[src/hw/counter_pkg.sv]
/*
 * Shared constants and carriers of the three-counter timer block:
 * register offsets, control-byte fields, counting modes, reset values
 * and the fixed-rate tick divider.
 * Assumes a 40 MHz system clock and a byte-wide register view that
 * sits in the low byte of each 32-bit word.
 */
package counter_pkg;

	// ****************************************
	// clocking
	// ****************************************
	localparam int unsigned MCLK_HZ = 40_000_000;
	localparam int unsigned FIXED_HZ = 10_000_000;
	localparam int unsigned FIXED_DIV = MCLK_HZ / FIXED_HZ;
	localparam logic [1:0] FIXED_DIV_LAST = 2'(FIXED_DIV - 1);

	// ****************************************
	// register offsets (byte addresses)
	// ****************************************
	localparam logic [7:0] CNT0_OFS = 8'h00;
	localparam logic [7:0] CNT1_OFS = 8'h04;
	localparam logic [7:0] CNT2_OFS = 8'h08;
	localparam logic [7:0] CTRL_OFS = 8'h0c;
	localparam logic [7:0] STAT_PEEK_OFS = 8'h10;
	localparam logic [7:0] STAT_CLR_OFS = 8'h14;

	// ****************************************
	// control byte fields
	// ****************************************
	localparam int CTRL_SEL_LO = 6;
	localparam int CTRL_ACC_LO = 4;
	localparam int CTRL_MODE_LO = 1;
	localparam int CTRL_BCD_BIT = 0;
	localparam logic [1:0] SEL_READBACK = 2'h3;

	localparam logic [1:0] ACC_LATCH = 2'h0;
	localparam logic [1:0] ACC_LSB = 2'h1;
	localparam logic [1:0] ACC_MSB = 2'h2;
	localparam logic [1:0] ACC_WORD = 2'h3;

	localparam logic [2:0] MODE_SW_ONESHOT = 3'h0;
	localparam logic [2:0] MODE_HW_ONESHOT = 3'h1;
	localparam logic [2:0] MODE_SQUARE = 3'h3;
	localparam logic [2:0] MODE_STROBE = 3'h5;

	// one bit per mode number accepted by a counter
	localparam logic [7:0] CNT0_MODES = 8'h2a;
	localparam logic [7:0] CNT12_MODES = 8'h09;

	// ****************************************
	// status register fields
	// ****************************************
	localparam int STAT_EN_LO = 4;

	// ****************************************
	// reset values
	// ****************************************
	localparam logic [15:0] COUNT_RST = 16'h0000;
	localparam logic [1:0] ACC_RST = ACC_WORD;
	localparam logic [1:0] STAT_RST = 2'h0;
	localparam logic [1:0] EN_RST = 2'h0;

	// ****************************************
	// carriers
	// ****************************************
	typedef struct packed {
		logic [7:0] addr;
		logic [31:0] wdata;
		logic wr;
		logic rd;
	} bus_req_t;

	typedef struct packed {
		logic [2:0] mode;
		logic [1:0] acc;
		logic bcd;
	} ctl_t;

endpackage

[src/hw/triple_counter_timer_irq.sv]
/*
 * Three 16-bit down counters with a timer interrupt status register.
 * Counter 0 counts edges of a backplane clock pin and is triggered by a
 * synchronised backplane gate; counters 1 and 2 count a 10 MHz tick.
 * Assumes a single 40 MHz clock, a synchronous active-high reset and a
 * register master that never waits.
 */
// The strobed register port was chosen for this implementation.
// What this block does
// RULE1 - each counter is an independent 16-bit down counter driving its output
// RULE2 - counters 1,2 tick at 10 MHz; counter 0 only from its clock pin
// RULE3 - counters 1,2 have gate always on; modes 1 and 5 refused
// RULE4 - gate pin fall is synchronised into one single-tick trigger pulse
// RULE5 - modes 0,3 on counters 1,2; modes 1,3,5 on counter 0
// RULE6 - mode 0: write drives output low; high after N+1 ticks
// RULE7 - mode 0: count rewritten mid-run loads on next tick
// RULE8 - mode 1: trigger loads count, output low n ticks, then high
// RULE9 - mode 1: a write does not disturb a running pulse; count reused
// RULE10 - mode 3: square wave of n ticks, high (n+1)/2, low n/2
// RULE11 - mode 3 on counter 0: gate trigger reloads and restarts
// RULE12 - mode 5: trigger starts delay; low pulse one tick after n+1
// RULE13 - rising output of counter 0 or 2 always sets its status bit
// RULE14 - request is status0 and enable4, or status1 and enable5
// RULE15 - read at clearing alias clears status; peek read leaves it
// RULE16 - enables take no data; each alias write toggles its own enable
// RULE17 - combined request drives module interrupt line until cleared
// RULE18 - counter 1 output goes straight to an edge-sensitive input
// RULE19 - counter 1,2 pins are active low; clock and gate pins too
// RULE20 - software should leave counter 0 unused on this revision
// RULE21 - status register is the low byte of two adjacent words
// RULE22 - access field picks latch, low, high or low-then-high bytes
// RULE23 - control bit 0 selects binary or BCD counting
// RULE24 - status bits 2,3,6,7 read zero and ignore writes
`timescale 1ns/1ps

module counter_unit #(
	parameter logic [7:0] MODES_OK = 8'h09,
	parameter logic [2:0] MODE_RST = 3'h0
) (
	// clock and reset
	input wire logic mclk,
	input wire logic sys_rst,
	// count timing
	input wire logic tick,
	input wire logic trig,
	// register access
	input wire logic ctrl_wr,
	input wire logic [7:0] ctrl_byte,
	input wire logic data_wr,
	input wire logic data_rd,
	input wire logic [7:0] wbyte,
	output logic [7:0] rbyte,
	// output, active high
	output logic out_act
);
	import counter_pkg::*;

	logic [15:0] count_reg, count_next;
	logic [15:0] init_reg, init_next;
	logic [15:0] latch_reg, latch_next;
	logic latched_reg, latched_next;
	ctl_t ctl_reg, ctl_next;
	logic whi_reg, whi_next;
	logic rhi_reg, rhi_next;
	logic load_reg, load_next;
	logic run_reg, run_next;
	logic out_reg, out_next;
	logic done;
	logic [16:0] period;
	logic [15:0] hi_len;
	logic [15:0] lo_len;
	ctl_t ctl_in;

	// RULE23 bcd decrement
	function automatic logic [15:0] dec_count(input logic [15:0] v,
			input logic bcd);
		logic [15:0] r;
		logic borrow;
		r = v;
		borrow = 1'b1;
		if (!bcd) begin
			r = v - 16'h0001;
		end else begin
			for (int i = 0; i < 4; i++) begin
				if (borrow) begin
					if (v[i*4 +: 4] == 4'h0) begin
						r[i*4 +: 4] = 4'h9;
					end else begin
						r[i*4 +: 4] = v[i*4 +: 4] - 4'h1;
						borrow = 1'b0;
					end
				end
			end
		end
		return r;
	endfunction

	function automatic logic [16:0] bcd_to_bin(input logic [15:0] v);
		return {13'h0, v[15:12]} * 17'h0_03e8 + {13'h0, v[11:8]} * 17'h0_0064
			+ {13'h0, v[7:4]} * 17'h0_000a + {13'h0, v[3:0]};
	endfunction

	assign ctl_in = '{mode: ctrl_byte[CTRL_MODE_LO +: 3],
		acc: ctrl_byte[CTRL_ACC_LO +: 2], bcd: ctrl_byte[CTRL_BCD_BIT]};
	// RULE22 a count is complete after its last byte
	assign done = data_wr && (ctl_reg.acc != ACC_WORD || whi_reg);
	// RULE10 phase lengths; square wave halves always count in binary
	assign period = ctl_reg.bcd ? bcd_to_bin(init_reg) : {1'b0, init_reg};
	assign hi_len = 16'((period + 17'h0_0001) >> 1);
	assign lo_len = 16'(period >> 1);
	// RULE22 byte select for readback
	assign rbyte = (ctl_reg.acc == ACC_MSB || (ctl_reg.acc == ACC_WORD
		&& rhi_reg)) ? (latched_reg ? latch_reg[15:8] : count_reg[15:8])
		: (latched_reg ? latch_reg[7:0] : count_reg[7:0]);
	assign out_act = out_reg;

	always_comb begin
		count_next = count_reg;
		init_next = init_reg;
		latch_next = latch_reg;
		latched_next = latched_reg;
		ctl_next = ctl_reg;
		whi_next = whi_reg;
		rhi_next = rhi_reg;
		load_next = load_reg;
		run_next = run_reg;
		out_next = out_reg;
		// RULE1 counting on each tick
		if (tick) begin
			case (ctl_reg.mode)
				MODE_SW_ONESHOT: begin
					// RULE7 pending count loads on the tick
					if (load_reg) begin
						count_next = init_reg;
						load_next = 1'b0;
					end else if (count_reg != 16'h0000) begin
						count_next = dec_count(count_reg, ctl_reg.bcd);
						// RULE6 output high at zero
						if (count_reg == 16'h0001) begin
							out_next = 1'b1;
						end
					end
				end
				MODE_HW_ONESHOT: begin
					// RULE8 trigger loads and drops output
					if (trig) begin
						count_next = init_reg;
						out_next = 1'b0;
						run_next = 1'b1;
					end else if (run_reg) begin
						count_next = dec_count(count_reg, ctl_reg.bcd);
						if (count_reg == 16'h0001) begin
							out_next = 1'b1;
							run_next = 1'b0;
						end
					end
				end
				MODE_SQUARE: begin
					// RULE11 gate trigger resynchronises
					if (load_reg || (trig && run_reg)) begin
						count_next = hi_len;
						out_next = 1'b1;
						load_next = 1'b0;
						run_next = 1'b1;
					end else if (run_reg) begin
						// RULE10 toggle at end of each half
						if (count_reg <= 16'h0001) begin
							out_next = !out_reg;
							count_next = out_reg ? lo_len : hi_len;
						end else begin
							count_next = count_reg - 16'h0001;
						end
					end
				end
				MODE_STROBE: begin
					if (!out_reg) begin
						out_next = 1'b1;
					end
					// RULE12 retrigger restarts the delay
					if (trig) begin
						count_next = init_reg;
						run_next = 1'b1;
					end else if (run_reg) begin
						if (count_reg == 16'h0000) begin
							out_next = 1'b0;
							run_next = 1'b0;
						end else begin
							count_next = dec_count(count_reg, ctl_reg.bcd);
						end
					end
				end
				default: begin
				end
			endcase
		end
		if (ctrl_wr) begin
			if (ctl_in.acc == ACC_LATCH) begin
				// RULE22 freeze count for readback
				if (!latched_reg) begin
					latch_next = count_reg;
					latched_next = 1'b1;
				end
			// RULE3 unsupported modes leave the counter as it was
			end else if (MODES_OK[ctl_in.mode]) begin
				ctl_next = ctl_in;
				whi_next = 1'b0;
				rhi_next = 1'b0;
				out_next = 1'b1;
				run_next = 1'b0;
				load_next = 1'b0;
			end
		end
		if (data_wr) begin
			case (ctl_reg.acc)
				ACC_LSB: init_next = {8'h00, wbyte};
				ACC_MSB: init_next = {wbyte, 8'h00};
				default: begin
					if (whi_reg) begin
						init_next[15:8] = wbyte;
					end else begin
						init_next[7:0] = wbyte;
					end
					whi_next = !whi_reg;
				end
			endcase
		end
		// RULE9 modes 1 and 5 only store the count
		if (done && ctl_reg.mode == MODE_SW_ONESHOT) begin
			// RULE6 write drives output low
			out_next = 1'b0;
			load_next = 1'b1;
		end
		if (done && ctl_reg.mode == MODE_SQUARE) begin
			load_next = 1'b1;
		end
		if (data_rd) begin
			if (ctl_reg.acc == ACC_WORD) begin
				rhi_next = !rhi_reg;
			end
			if (ctl_reg.acc != ACC_WORD || rhi_reg) begin
				latched_next = 1'b0;
			end
		end
	end

	always_ff @(posedge mclk) begin
		if (sys_rst) begin
			count_reg <= COUNT_RST;
			init_reg <= COUNT_RST;
			latch_reg <= COUNT_RST;
			latched_reg <= 1'b0;
			ctl_reg <= '{mode: MODE_RST, acc: ACC_RST, bcd: 1'b0};
			whi_reg <= 1'b0;
			rhi_reg <= 1'b0;
			load_reg <= 1'b0;
			run_reg <= 1'b0;
			out_reg <= 1'b1;
		end else begin
			count_reg <= count_next;
			init_reg <= init_next;
			latch_reg <= latch_next;
			latched_reg <= latched_next;
			ctl_reg <= ctl_next;
			whi_reg <= whi_next;
			rhi_reg <= rhi_next;
			load_reg <= load_next;
			run_reg <= run_next;
			out_reg <= out_next;
		end
	end

	mode0_write_a: assert property (@(posedge mclk) disable iff (sys_rst) // RULE6
		(done && !ctrl_wr && ctl_reg.mode == MODE_SW_ONESHOT)
		|=> !out_reg && load_reg)
		else $error("mode 0 write did not drop output");
	mode1_trigger_a: assert property (@(posedge mclk) disable iff (sys_rst) // RULE8
		(tick && trig && !ctrl_wr && ctl_reg.mode == MODE_HW_ONESHOT)
		|=> !out_reg && count_reg == $past(init_reg))
		else $error("mode 1 trigger did not load count");
	mode_refused_a: assert property (@(posedge mclk) disable iff (sys_rst) // RULE3
		(ctrl_wr && ctl_in.acc != ACC_LATCH && !MODES_OK[ctl_in.mode])
		|=> ctl_reg == $past(ctl_reg))
		else $error("unsupported mode was accepted");
	strobe_width_a: assert property (@(posedge mclk) disable iff (sys_rst) // RULE12
		(tick && !out_reg && !ctrl_wr && ctl_reg.mode == MODE_STROBE)
		|=> out_reg)
		else $error("strobe low longer than one tick");
endmodule

module triple_counter_timer_irq (
	// clock and reset
	input wire logic mclk,
	input wire logic sys_rst,
	// register port
	input wire counter_pkg::bus_req_t bus_req,
	output logic [31:0] bus_rdata,
	// backplane pins, active low
	input wire logic counter0_clock_in_n,
	input wire logic counter0_gate_in_n,
	output logic counter1_out_n,
	output logic counter2_out_n,
	// interrupt lines
	output logic counter1_irq_out,
	output logic timer_irq_out
);
	import counter_pkg::*;

	logic [1:0] div_reg, div_next;
	logic [2:0] ck_sync_reg, ck_sync_next;
	logic [2:0] gt_sync_reg, gt_sync_next;
	logic trig_reg, trig_next;
	logic [1:0] stat_reg, stat_next;
	logic [1:0] en_reg, en_next;
	logic [1:0] prev_reg, prev_next;
	logic [31:0] rdata_reg, rdata_next;
	logic [1:0] pins_reg, pins_next;
	logic irq1_reg, irq1_next;
	logic tick_fixed, tick0, gate_fall;
	logic [2:0] out_act;
	logic [2:0] ctrl_hit, data_wr, data_rd;
	logic [7:0] rbyte [3];
	logic [1:0] rise;
	logic clr_rd;

	// RULE2 fixed 10 MHz tick from the system clock
	assign tick_fixed = (div_reg == FIXED_DIV_LAST);
	// RULE19 clock pin ticks counter 0 on its falling edge
	assign tick0 = ck_sync_reg[2] && !ck_sync_reg[1];
	// RULE4 gate pin high-to-low after two-stage sync
	assign gate_fall = gt_sync_reg[2] && !gt_sync_reg[1];

	generate
		for (genvar i = 0; i < 3; i++) begin : g_cnt
			assign ctrl_hit[i] = bus_req.wr && bus_req.addr == CTRL_OFS
				&& bus_req.wdata[CTRL_SEL_LO +: 2] == 2'(i);
			assign data_wr[i] = bus_req.wr
				&& bus_req.addr == CNT0_OFS + 8'(4 * i);
			assign data_rd[i] = bus_req.rd
				&& bus_req.addr == CNT0_OFS + 8'(4 * i);
			// RULE5 counter 0 takes gate modes, others take 0 and 3
			counter_unit #(
				.MODES_OK(i == 0 ? CNT0_MODES : CNT12_MODES),
				.MODE_RST(i == 0 ? MODE_HW_ONESHOT : MODE_SW_ONESHOT)
			) u_cnt (
				.mclk(mclk),
				.sys_rst(sys_rst),
				.tick(i == 0 ? tick0 : tick_fixed),
				// RULE3 gates of counters 1 and 2 never trigger
				.trig(i == 0 ? trig_reg : 1'b0),
				.ctrl_wr(ctrl_hit[i]),
				.ctrl_byte(bus_req.wdata[7:0]),
				.data_wr(data_wr[i]),
				.data_rd(data_rd[i]),
				.wbyte(bus_req.wdata[7:0]),
				.rbyte(rbyte[i]),
				.out_act(out_act[i])
			);
		end
	endgenerate

	assign rise = {out_act[2] && !prev_reg[1], out_act[0] && !prev_reg[0]};
	assign clr_rd = bus_req.rd && bus_req.addr == STAT_CLR_OFS;

	always_comb begin
		div_next = tick_fixed ? 2'h0 : div_reg + 2'h1;
		ck_sync_next = {ck_sync_reg[1:0], counter0_clock_in_n};
		gt_sync_next = {gt_sync_reg[1:0], counter0_gate_in_n};
		// RULE4 one pulse per fall, held until counter 0 ticks
		trig_next = gate_fall || (trig_reg && !tick0);
		prev_next = {out_act[2], out_act[0]};
		// RULE15 clear at end of the read; a new expiry still wins
		stat_next = clr_rd ? STAT_RST : stat_reg;
		// RULE13 low-to-high output always sets status
		stat_next = stat_next | rise;
		// RULE16 each alias write toggles only its own enable
		en_next = en_reg;
		if (bus_req.wr && bus_req.addr == STAT_PEEK_OFS) begin
			en_next[0] = !en_reg[0];
		end
		if (bus_req.wr && bus_req.addr == STAT_CLR_OFS) begin
			en_next[1] = !en_reg[1];
		end
		// RULE19 pins drive the inverse of the active outputs
		pins_next = {!out_act[2], !out_act[1]};
		// RULE18 counter 1 straight to its own interrupt input
		irq1_next = out_act[1];
		rdata_next = 32'h0000_0000;
		if (bus_req.rd) begin
			case (bus_req.addr)
				CNT0_OFS: rdata_next = {24'h00_0000, rbyte[0]};
				CNT1_OFS: rdata_next = {24'h00_0000, rbyte[1]};
				CNT2_OFS: rdata_next = {24'h00_0000, rbyte[2]};
				// RULE21 status in the low byte of both words
				// RULE24 unused status bits read zero
				STAT_PEEK_OFS, STAT_CLR_OFS: rdata_next = {24'h00_0000,
					2'h0, en_reg, 2'h0, stat_reg};
				default: rdata_next = 32'h0000_0000;
			endcase
		end
	end

	always_ff @(posedge mclk) begin
		if (sys_rst) begin
			div_reg <= 2'h0;
			ck_sync_reg <= 3'h7;
			gt_sync_reg <= 3'h7;
			trig_reg <= 1'b0;
			stat_reg <= STAT_RST;
			en_reg <= EN_RST;
			prev_reg <= 2'h3;
			rdata_reg <= 32'h0000_0000;
			pins_reg <= 2'h0;
			irq1_reg <= 1'b1;
		end else begin
			div_reg <= div_next;
			ck_sync_reg <= ck_sync_next;
			gt_sync_reg <= gt_sync_next;
			trig_reg <= trig_next;
			stat_reg <= stat_next;
			en_reg <= en_next;
			prev_reg <= prev_next;
			rdata_reg <= rdata_next;
			pins_reg <= pins_next;
			irq1_reg <= irq1_next;
		end
	end

	assign bus_rdata = rdata_reg;
	assign counter1_out_n = pins_reg[0];
	assign counter2_out_n = pins_reg[1];
	assign counter1_irq_out = irq1_reg;
	// RULE14 gated status onto the request
	// RULE17 held until the clearing read
	assign timer_irq_out = (stat_reg[0] && en_reg[0])
		|| (stat_reg[1] && en_reg[1]);

	fixed_tick_a: assert property (@(posedge mclk) disable iff (sys_rst) // RULE2
		tick_fixed |=> !tick_fixed [*3] ##1 tick_fixed)
		else $error("fixed tick not every fourth clock");
	gate_pulse_a: assert property (@(posedge mclk) disable iff (sys_rst) // RULE4
		(trig_reg && tick0 && !gate_fall) |=> !trig_reg)
		else $error("gate pulse wider than one tick");
	status_set_a: assert property (@(posedge mclk) disable iff (sys_rst) // RULE13
		rise[0] |=> stat_reg[0])
		else $error("counter 0 expiry not recorded");
	clear_read_a: assert property (@(posedge mclk) disable iff (sys_rst) // RULE15
		(clr_rd && rise == 2'h0) |=> !timer_irq_out && stat_reg == 2'h0)
		else $error("clearing read left status set");
	peek_read_a: assert property (@(posedge mclk) disable iff (sys_rst) // RULE15
		(bus_req.rd && bus_req.addr == STAT_PEEK_OFS)
		|=> stat_reg == ($past(stat_reg) | $past(rise)))
		else $error("peek read changed status");
	enable_toggle_a: assert property (@(posedge mclk) disable iff (sys_rst) // RULE16
		(bus_req.wr && bus_req.addr == STAT_PEEK_OFS)
		|=> en_reg[0] != $past(en_reg[0]) && en_reg[1] == $past(en_reg[1]))
		else $error("peek write did not toggle enable 4 alone");
	irq_hold_a: assert property (@(posedge mclk) disable iff (sys_rst) // RULE17
		(timer_irq_out && !clr_rd && !bus_req.wr) |=> timer_irq_out)
		else $error("request dropped without clearing read");
	unused_zero_a: assert property (@(posedge mclk) disable iff (sys_rst) // RULE24
		(bus_req.rd && bus_req.addr == STAT_CLR_OFS)
		|=> bus_rdata[7:6] == 2'h0 && bus_rdata[3:2] == 2'h0)
		else $error("unused status bits read nonzero");
	pin_level_a: assert property (@(posedge mclk) disable iff (sys_rst) // RULE19
		1'b1 |=> counter2_out_n == !$past(out_act[2]))
		else $error("counter 2 pin not inverted output");
endmodule

[config.mk]
export PLATFORM = sky130hd
export DESIGN_NAME = triple_counter_timer_irq
export DESIGN_NICKNAME = d
export VERILOG_FILES = /design/src/hw/counter_pkg.sv /design/src/hw/triple_counter_timer_irq.sv
export SDC_FILE = /design/constraint.sdc
export NUM_CORES = 1
export LEC_CHECK = 0
export BUFFER_PORTS_ARGS = -buffer_cell sky130_fd_sc_hd__buf_2
export CAP_MARGIN = 20
export CORE_MARGIN = 10
export CORE_UTILIZATION = 58
export CTS_CLUSTER_DIAMETER = 30
export CTS_CLUSTER_SIZE = 20
export DETAILED_ROUTE_END_ITERATION = 10
export PLACE_DENSITY = 0.79
export SYNTH_ARGS = -nofsm -noshare
export SYNTH_HDL_FRONTEND = slang
export SYNTH_HIERARCHICAL = 1
export SYNTH_SLANG_ARGS = --single-unit
export TNS_END_PERCENT = 20
[constraint.sdc]
create_clock -name mclk -period 5.4 [get_ports mclk]
set_clock_uncertainty 0.05 [all_clocks]
set_input_delay 0.27 -clock mclk [delete_from_list [all_inputs] [get_ports mclk]]
set_output_delay 0.27 -clock mclk [all_outputs]
set_load 0.02 [all_outputs]
## Word-level counts from Yosys, hierarchy flattened

Memories as Yosys holds them, arrays and structs flattened.
Cells that the tools add are included.

| storage, ports and cells | value |
|---|---|
| register bits | 230 |
| memory bits (read-only) | 16 |
| word-level logic and storage cells | 706 |
| memories | 2 |

| operators by class | value |
|---|---|
| add/subtract/negate cells | 28 |
| multipliers | 9 |
| order comparisons | 4 |
| eq/ne operators | 77 |
| mux-type cells | 398 |
| bitwise operators | 6 |
| reductions and logical operators | 123 |

Memories:

| memory | depth | bits a word | rd ports | clocked after memory_dff | wr ports | RTL line | source |
|---|---|---|---|---|---|---|---|
| (name not given) | 8 | 1 | 1 | 0 | 0 | triple_counter_timer_irq.sv:204 | `end else if (MODES_OK[ctl_in.mode]) begin` |
| (name not given) | 8 | 1 | 1 | 0 | 0 | triple_counter_timer_irq.sv:204 |  |

Operators with widths:

| cell | number |
|---|---|
| 16-bit 2-to-1 mux | 38 |
| 1-bit 2-to-1 mux | 288 |
| 16-bit case mux with 4 select lines | 3 |
| 4-bit 2-to-1 mux | 39 |
| 8-bit 2-to-1 mux | 15 |
| 16-bit case mux with 2 select lines | 3 |
| 10-bit AND reduction | 9 |
| 4-bit != test, second input constant | 15 |
| 17-bit by 1-bit adder with 17-bit output, second input constant | 3 |
| 17-bit by 4-bit adder with 17-bit output | 3 |
| 17-bit by 8-bit adder with 17-bit output | 3 |
| 17-bit 2-to-1 mux | 3 |
| 16-bit by 1-bit equality test with 1-bit output, second input constant | 3 |
| 16-bit by 1-bit <= comparator with 1-bit output, second input constant | 3 |
| 16-bit logical NOT | 3 |
| 4-bit logical NOT | 12 |
| 3-bit != test, second input constant | 16 |
| 16-bit nonzero test | 3 |
| 16-bit by 1-bit subtractor with 16-bit output, second input constant | 3 |
| 4-bit by 1-bit subtractor with 4-bit output, second input constant | 12 |
| 14-bit by 11-bit adder with 15-bit output | 3 |
| 1-bit logical AND | 33 |
| 4-bit by 7-bit multiplier with 11-bit output, second input constant | 3 |
| 8-bit case mux with 4 select lines | 1 |
| other kinds (33) | 128 |

## Depth between registers and ports, before layout

| logic depth | value |
|---|---|
| depth after elaboration | 28 |
| depth in mapped cells | 22 |
| depth with buffers taken out | 22 |

## Hierarchy

Netlist, hierarchy kept.

Modules (own cells, without submodules):

| module | times used | cells each | area each (µm²) |
|---|---|---|---|
| counter_unit (g_cnt[2].u_cnt) | 1 | 791 | 6153.4 |
| counter_unit (g_cnt[1].u_cnt) | 1 | 776 | 6075.8 |
| counter_unit (g_cnt[0].u_cnt) | 1 | 772 | 6074.6 |
| triple_counter_timer_irq | 1 | 156 | 1318.8 |

## Least setup slack after synthesis

Ideal clock, no wire load.

| timing | value |
|---|---|
| path kind | register to register |
| start point | reg g_cnt[2].u_cnt.init_reg[14] |
| end point | reg g_cnt[2].u_cnt.count_reg[15] |
| library setup time | 0.086 ns |
| data arrival time | 5.122 ns |
| data required time | 5.264 ns |
| setup slack | 0.143 ns |
| stages on the path, launching flop included | 22 |
| path buffers | 0 |
| clock period less this slack | 5.257 ns |
| cell sequence | dfxtp_1 > fa_1 > inv_1 > fa_1 > inv_1 > ha_1 > inv_1 > nor2_1 > o21ai_0 > nand2_1 > xnor2_1 > ha_1 > ha_1 > ha_1 > inv_1 > or4_1 > a311oi_1 > nor3_1 > nor3_2 > nand3_1 > or3_1 > a211oi_1 |

| on the way | value |
|---|---|
| longest elaborated chain between the ends | 11 |

RTL lines:

| element | RTL line | source |
|---|---|---|
| start, declared | triple_counter_timer_irq.sv:59 | `logic [15:0] init_reg, init_next;` |
| start signal, assigned | triple_counter_timer_irq.sv:260 | `init_reg <= init_next;` |
| 4-bit by 7-bit multiplier with 11-bit output | triple_counter_timer_irq.sv:99 | `return {13'h0, v[15:12]} * 17'h0_03e8 + {13'h0, v[11:8]} * 17'h0_0064` |
| 14-bit by 11-bit adder with 15-bit output | triple_counter_timer_irq.sv:99 |  |
| 17-bit by 8-bit adder with 17-bit output | triple_counter_timer_irq.sv:100 | `+ {13'h0, v[7:4]} * 17'h0_000a + {13'h0, v[3:0]};` |
| 17-bit by 4-bit adder with 17-bit output | triple_counter_timer_irq.sv:100 |  |
| 17-bit 2-to-1 mux (*) | triple_counter_timer_irq.sv:108 | `assign period = ctl_reg.bcd ? bcd_to_bin(init_reg) : {1'b0, init_reg};` |
| 17-bit by 1-bit adder with 17-bit output | triple_counter_timer_irq.sv:109 | `assign hi_len = 16'((period + 17'h0_0001) >> 1);` |
| 16-bit 2-to-1 mux | triple_counter_timer_irq.sv:169 | `count_next = out_reg ? lo_len : hi_len;` |
| 16-bit 2-to-1 mux | triple_counter_timer_irq.sv:167 | `if (count_reg <= 16'h0001) begin` |
| 16-bit 2-to-1 mux | triple_counter_timer_irq.sv:165 | `end else if (run_reg) begin` |
| 16-bit 2-to-1 mux (*) | triple_counter_timer_irq.sv:160 | `if (load_reg \|\| (trig && run_reg)) begin` |
| 16-bit case mux with 4 select lines (*) | triple_counter_timer_irq.sv:130 | `case (ctl_reg.mode)` |
| end signal, assigned | triple_counter_timer_irq.sv:259 | `count_reg <= count_next;` |
| end, declared | triple_counter_timer_irq.sv:58 | `logic [15:0] count_reg, count_next;` |

Mark *: on every way between the ends. The rest lies on a longest branch, timed or not. The select of a mux whose other input is x is not followed.
A chain may end at the register's enable or synchronous reset.

## Final worst setup path

| timing | value |
|---|---|
| start point | reg g_cnt[1].u_cnt.init_reg[13] |
| end point | reg g_cnt[1].u_cnt.count_reg[11] |

| on the way | value |
|---|---|
| longest elaborated chain between the ends | 11 |

RTL lines:

| element | RTL line |
|---|---|
| start, declared | triple_counter_timer_irq.sv:59 |
| start signal, assigned | triple_counter_timer_irq.sv:260 |
| 4-bit by 7-bit multiplier with 11-bit output (*) | triple_counter_timer_irq.sv:99 |
| 14-bit by 11-bit adder with 15-bit output (*) | triple_counter_timer_irq.sv:99 |
| 17-bit by 8-bit adder with 17-bit output (*) | triple_counter_timer_irq.sv:100 |
| 17-bit by 4-bit adder with 17-bit output (*) | triple_counter_timer_irq.sv:100 |
| 17-bit 2-to-1 mux (*) | triple_counter_timer_irq.sv:108 |
| 17-bit by 1-bit adder with 17-bit output | triple_counter_timer_irq.sv:109 |
| 16-bit 2-to-1 mux | triple_counter_timer_irq.sv:169 |
| 16-bit 2-to-1 mux | triple_counter_timer_irq.sv:167 |
| 16-bit 2-to-1 mux | triple_counter_timer_irq.sv:165 |
| 16-bit 2-to-1 mux (*) | triple_counter_timer_irq.sv:160 |
| 16-bit case mux with 4 select lines (*) | triple_counter_timer_irq.sv:130 |
| end signal, assigned | triple_counter_timer_irq.sv:259 |
| end, declared | triple_counter_timer_irq.sv:58 |

Marked as above.

==> results.md <==
* Critical-path maximum fanout at 7
* Final setup fails at 0
* Hold Path Cell Cnt at 4
* Top Ports at 82
* Antenna diodes at 0
* Most frequent cell after synthesis: nand2_1
* Crit-path most repeated cell: fa_1
* Max-Cap Viols at 0
* PortBufs at 33
* Outcome: complete, no violations
* Post-synth ARST share at 0%
* Seq. cell area at 4124 µm²
* Startpoint types: flip-flop
* Routed len/inst at 19.22 µm
* Grt total ovfl at 0
* FMAX at 188.1 MHz
* Hold Slack at 0.04510 ns
* Sequential share of the synthesized area at 21.02%
* Post-DP HPWL at 42.79 mm
* Core Area at 33450 µm²
* Initial antenna violation count at 0
* CP max stage cell: fa_1
* Critical path type: reg -> reg
* CTS buffer count at 51
* CTS Root Cell: clkbuf_16
* Worst EP required at 5.82 ns
* Post-synth EDFFs at 0
* CTS tree: done
* Setup slack at placement at -0.05593 ns
* Clock transition at the registers of the reported paths at 0.05 ns
* Overall power at 5715 µW
* Commonest cells post-synth: nand2_1, a21oi_1, dfxtp_1
* Largest cells by area after synthesis: dfxtp_1, ha_1, nand2_1
* Min cycle time layout at 5.317 ns
* Yosys top cell area share at 21.02%
* Ys Warns at 6
* Measured slew at the worst slew-check pin at 1.072 ns
* Slew margin rel. at 28.45%
* Placed cell area at 20080 µm²
* Vias at 19090
* Initial DRC Count at 1843
* Synthesized cell area at 19620 µm²
* Clock Path Buffers at 3
* Yosys cell types at 114
* Main synth FF type: dfxtp_1
* Routed WL at 57.79 mm
* Vias in the first global route at 18220
* Post-synthesis instance total at 2495
* DR pass1 iterations at 6
* Fin. Hold Viols at 0
* Worst setup EP type: flip-flop
* Flops & latches, synth at 206
* Layout cells sized above 1 at 12.97%
* Nets at 2789
* Max-slew violations at 0
* RD Place Congestion at 0.9729
* Syn avg cell area at 7.865 µm²
* Leak Pwr at 0.009410 µW
* Largest net degree at the start of global routing at 103
* Finished Core Util at 66.09%
* Synth area leader: dfxtp_1
* CTS sink count at 206
* Crit-path cells: buf_4 -> ha_1 -> fa_1 -> inv_1 -> fa_1 -> fa_1 -> inv_1 -> ha_1 -> ha_4 -> o21ai_0 -> or3b_1 -> nand3_2 -> o311ai_2 -> a22o_2 -> or4_1 -> a21oi_1 -> o21ai_1 -> a311oi_1
* Vias per std cell at 6.350
* DRC viols at 0
* Clock Latency Late Sink at 0.59 ns
* Total GRT Usage at 26.58%
* Unrepaired setup endpoints after global routing: true
* Hold/Removal Path Class: in -> reg
* Fin area at 22110 µm²
* First-pass GRT wire length at 92.28 mm
* CTS HTree Levels at 2
* CP delay by family, top: adder cells
* Post-route ant nets at 0
* Worst IR Drop VDD at 0.2531 mV
* Final setup margin at 0.08325 ns
* CP Data Arrival Time at 5.73 ns
* Fillers at 2842
* Multi-input gate area at 14470 µm²
* Buf/Inv on CP at 3
* Syn-to-layout area delta at 12.66%
* Die Width at 203.9 µm
* Die Height at 203.9 µm
* Critical Path Stages at 18
* Final worst-path cycle share at 98.46%
* Power Density at 258.5 nW/µm²
* Initial Utilization at 58.67%
* # rows at 67
* CP peak stage delay at 0.55 ns
* Worst-case reg-to-reg path depth at 18
* Die area at 41590 µm²
==> power breakdown <==
group	internal [µW]	switching (µW)	leakage (µW)	total, µW
clock	2070	1020	0.000850	3080
sequential	1550	50.5	0.00166	1600
combinational	374	661	0.00690	1030
total	3990	1730	0.00941	5710
==> worst register-to-register path, cell delays in order (launching register included) <==
cell      delay, ns
dfxtp_1        0.32
buf_4          0.17
ha_1           0.32
fa_1           0.52
inv_1          0.06
fa_1           0.47
fa_1           0.55
inv_1          0.05
ha_1           0.33
ha_4           0.30
o21ai_0        0.11
or3b_1         0.38
nand3_2        0.10
o311ai_2       0.15
a22o_2         0.31
or4_1          0.46
a21oi_1        0.14
o21ai_1        0.09
a311oi_1       0.35
==> what timing repair did <==
action,CTS,global route
setup endpoints to repair,3,20
buffers inserted,0,4
gates resized for setup,4,35
hold buffers,3,0
pin swaps,2,13
endpoints found under the hold margin,3,0
==> cell families after synthesis <==
group | after synthesis | share of synthesized area (%)
mux | 65 | 4.872
simple gates | 890 | 22.42
xor+xnor | 112 | 5.107
fa+ha+maj | 223 | 16.17
buf+inv | 304 | 7.027
other cells | 1 | 0.01911
flops | 206 | 21.02
compound gates | 694 | 23.37
==> worst paths after layout <==
path / from / endpoint / slack, ns
max: g_cnt[1].u_cnt/init_reg[13] / g_cnt[1].u_cnt/count_reg[11] / 0.08
min: bus_req[41] / bus_rdata[0] / 0.05
max reg2reg: g_cnt[1].u_cnt/init_reg[13] / g_cnt[1].u_cnt/count_reg[11] / 0.08
min reg2reg: gt_sync_reg[0] / gt_sync_reg[1] / 0.37
==> placed cells by master (no fill, tap or decap), types with 12 or more instances in the layout <==
cell,netlist,routed
a211o_1,13,13
a211oi_1,24,23
a21o_1,24,24
a21oi_1,245,243
a221oi_1,23,21
a22oi_1,20,19
a311oi_1,18,17
a31oi_1,30,29
and3_1,16,16
buf_2,22,33
buf_4,27,62
clkbuf_16,0,52
conb_1,1,40
dfxtp_1,206,206
fa_1,51,51
ha_1,172,165
inv_1,136,136
mux2i_1,37,35
mux4_2,24,24
nand2_1,341,341
nand2b_1,19,19
nand3_1,93,92
nand3b_1,16,16
nor2_1,179,179
nor2b_1,14,13
nor3_1,54,52
nor3b_1,16,16
nor4_1,16,13
o211ai_1,32,32
o21a_1,14,14
o21ai_0,95,88
o21ai_1,10,17
o221ai_1,18,18
o31a_1,12,12
o31ai_1,12,12
or2_2,31,31
xnor2_1,73,73
xor2_1,37,37
==> cell type report <==
class / instances / area share [%]
clock buffer: 65 / 6.424
clock inverter: 27 / 1.534
inverter: 137 / 2.326
multi-input combinational: 2024 / 65.44
sequential: 206 / 18.65
tap: 448 / 2.536
timing repair buffer: 100 / 3.090
==> per-stage QoR <==
stage                     cells  setup TNS [ns]
after floorplan            2534               0
after global placement     2906               0
after detailed placement   2907        -0.07576
final                      3007               0
after CTS                  3002               0
after global routing       3007         -0.2436
==> layer usage <==
layer  vias up  track usage, %  part of all wire [%]
met4         0           9.310                   2.6
met2       839           43.67                    47
met3       140           5.437                   8.3
li1       9032               -                     -
met5         -               0                     0
met1      9082           34.00                    42
Note: power is estimated with default switching activity, not from simulation.
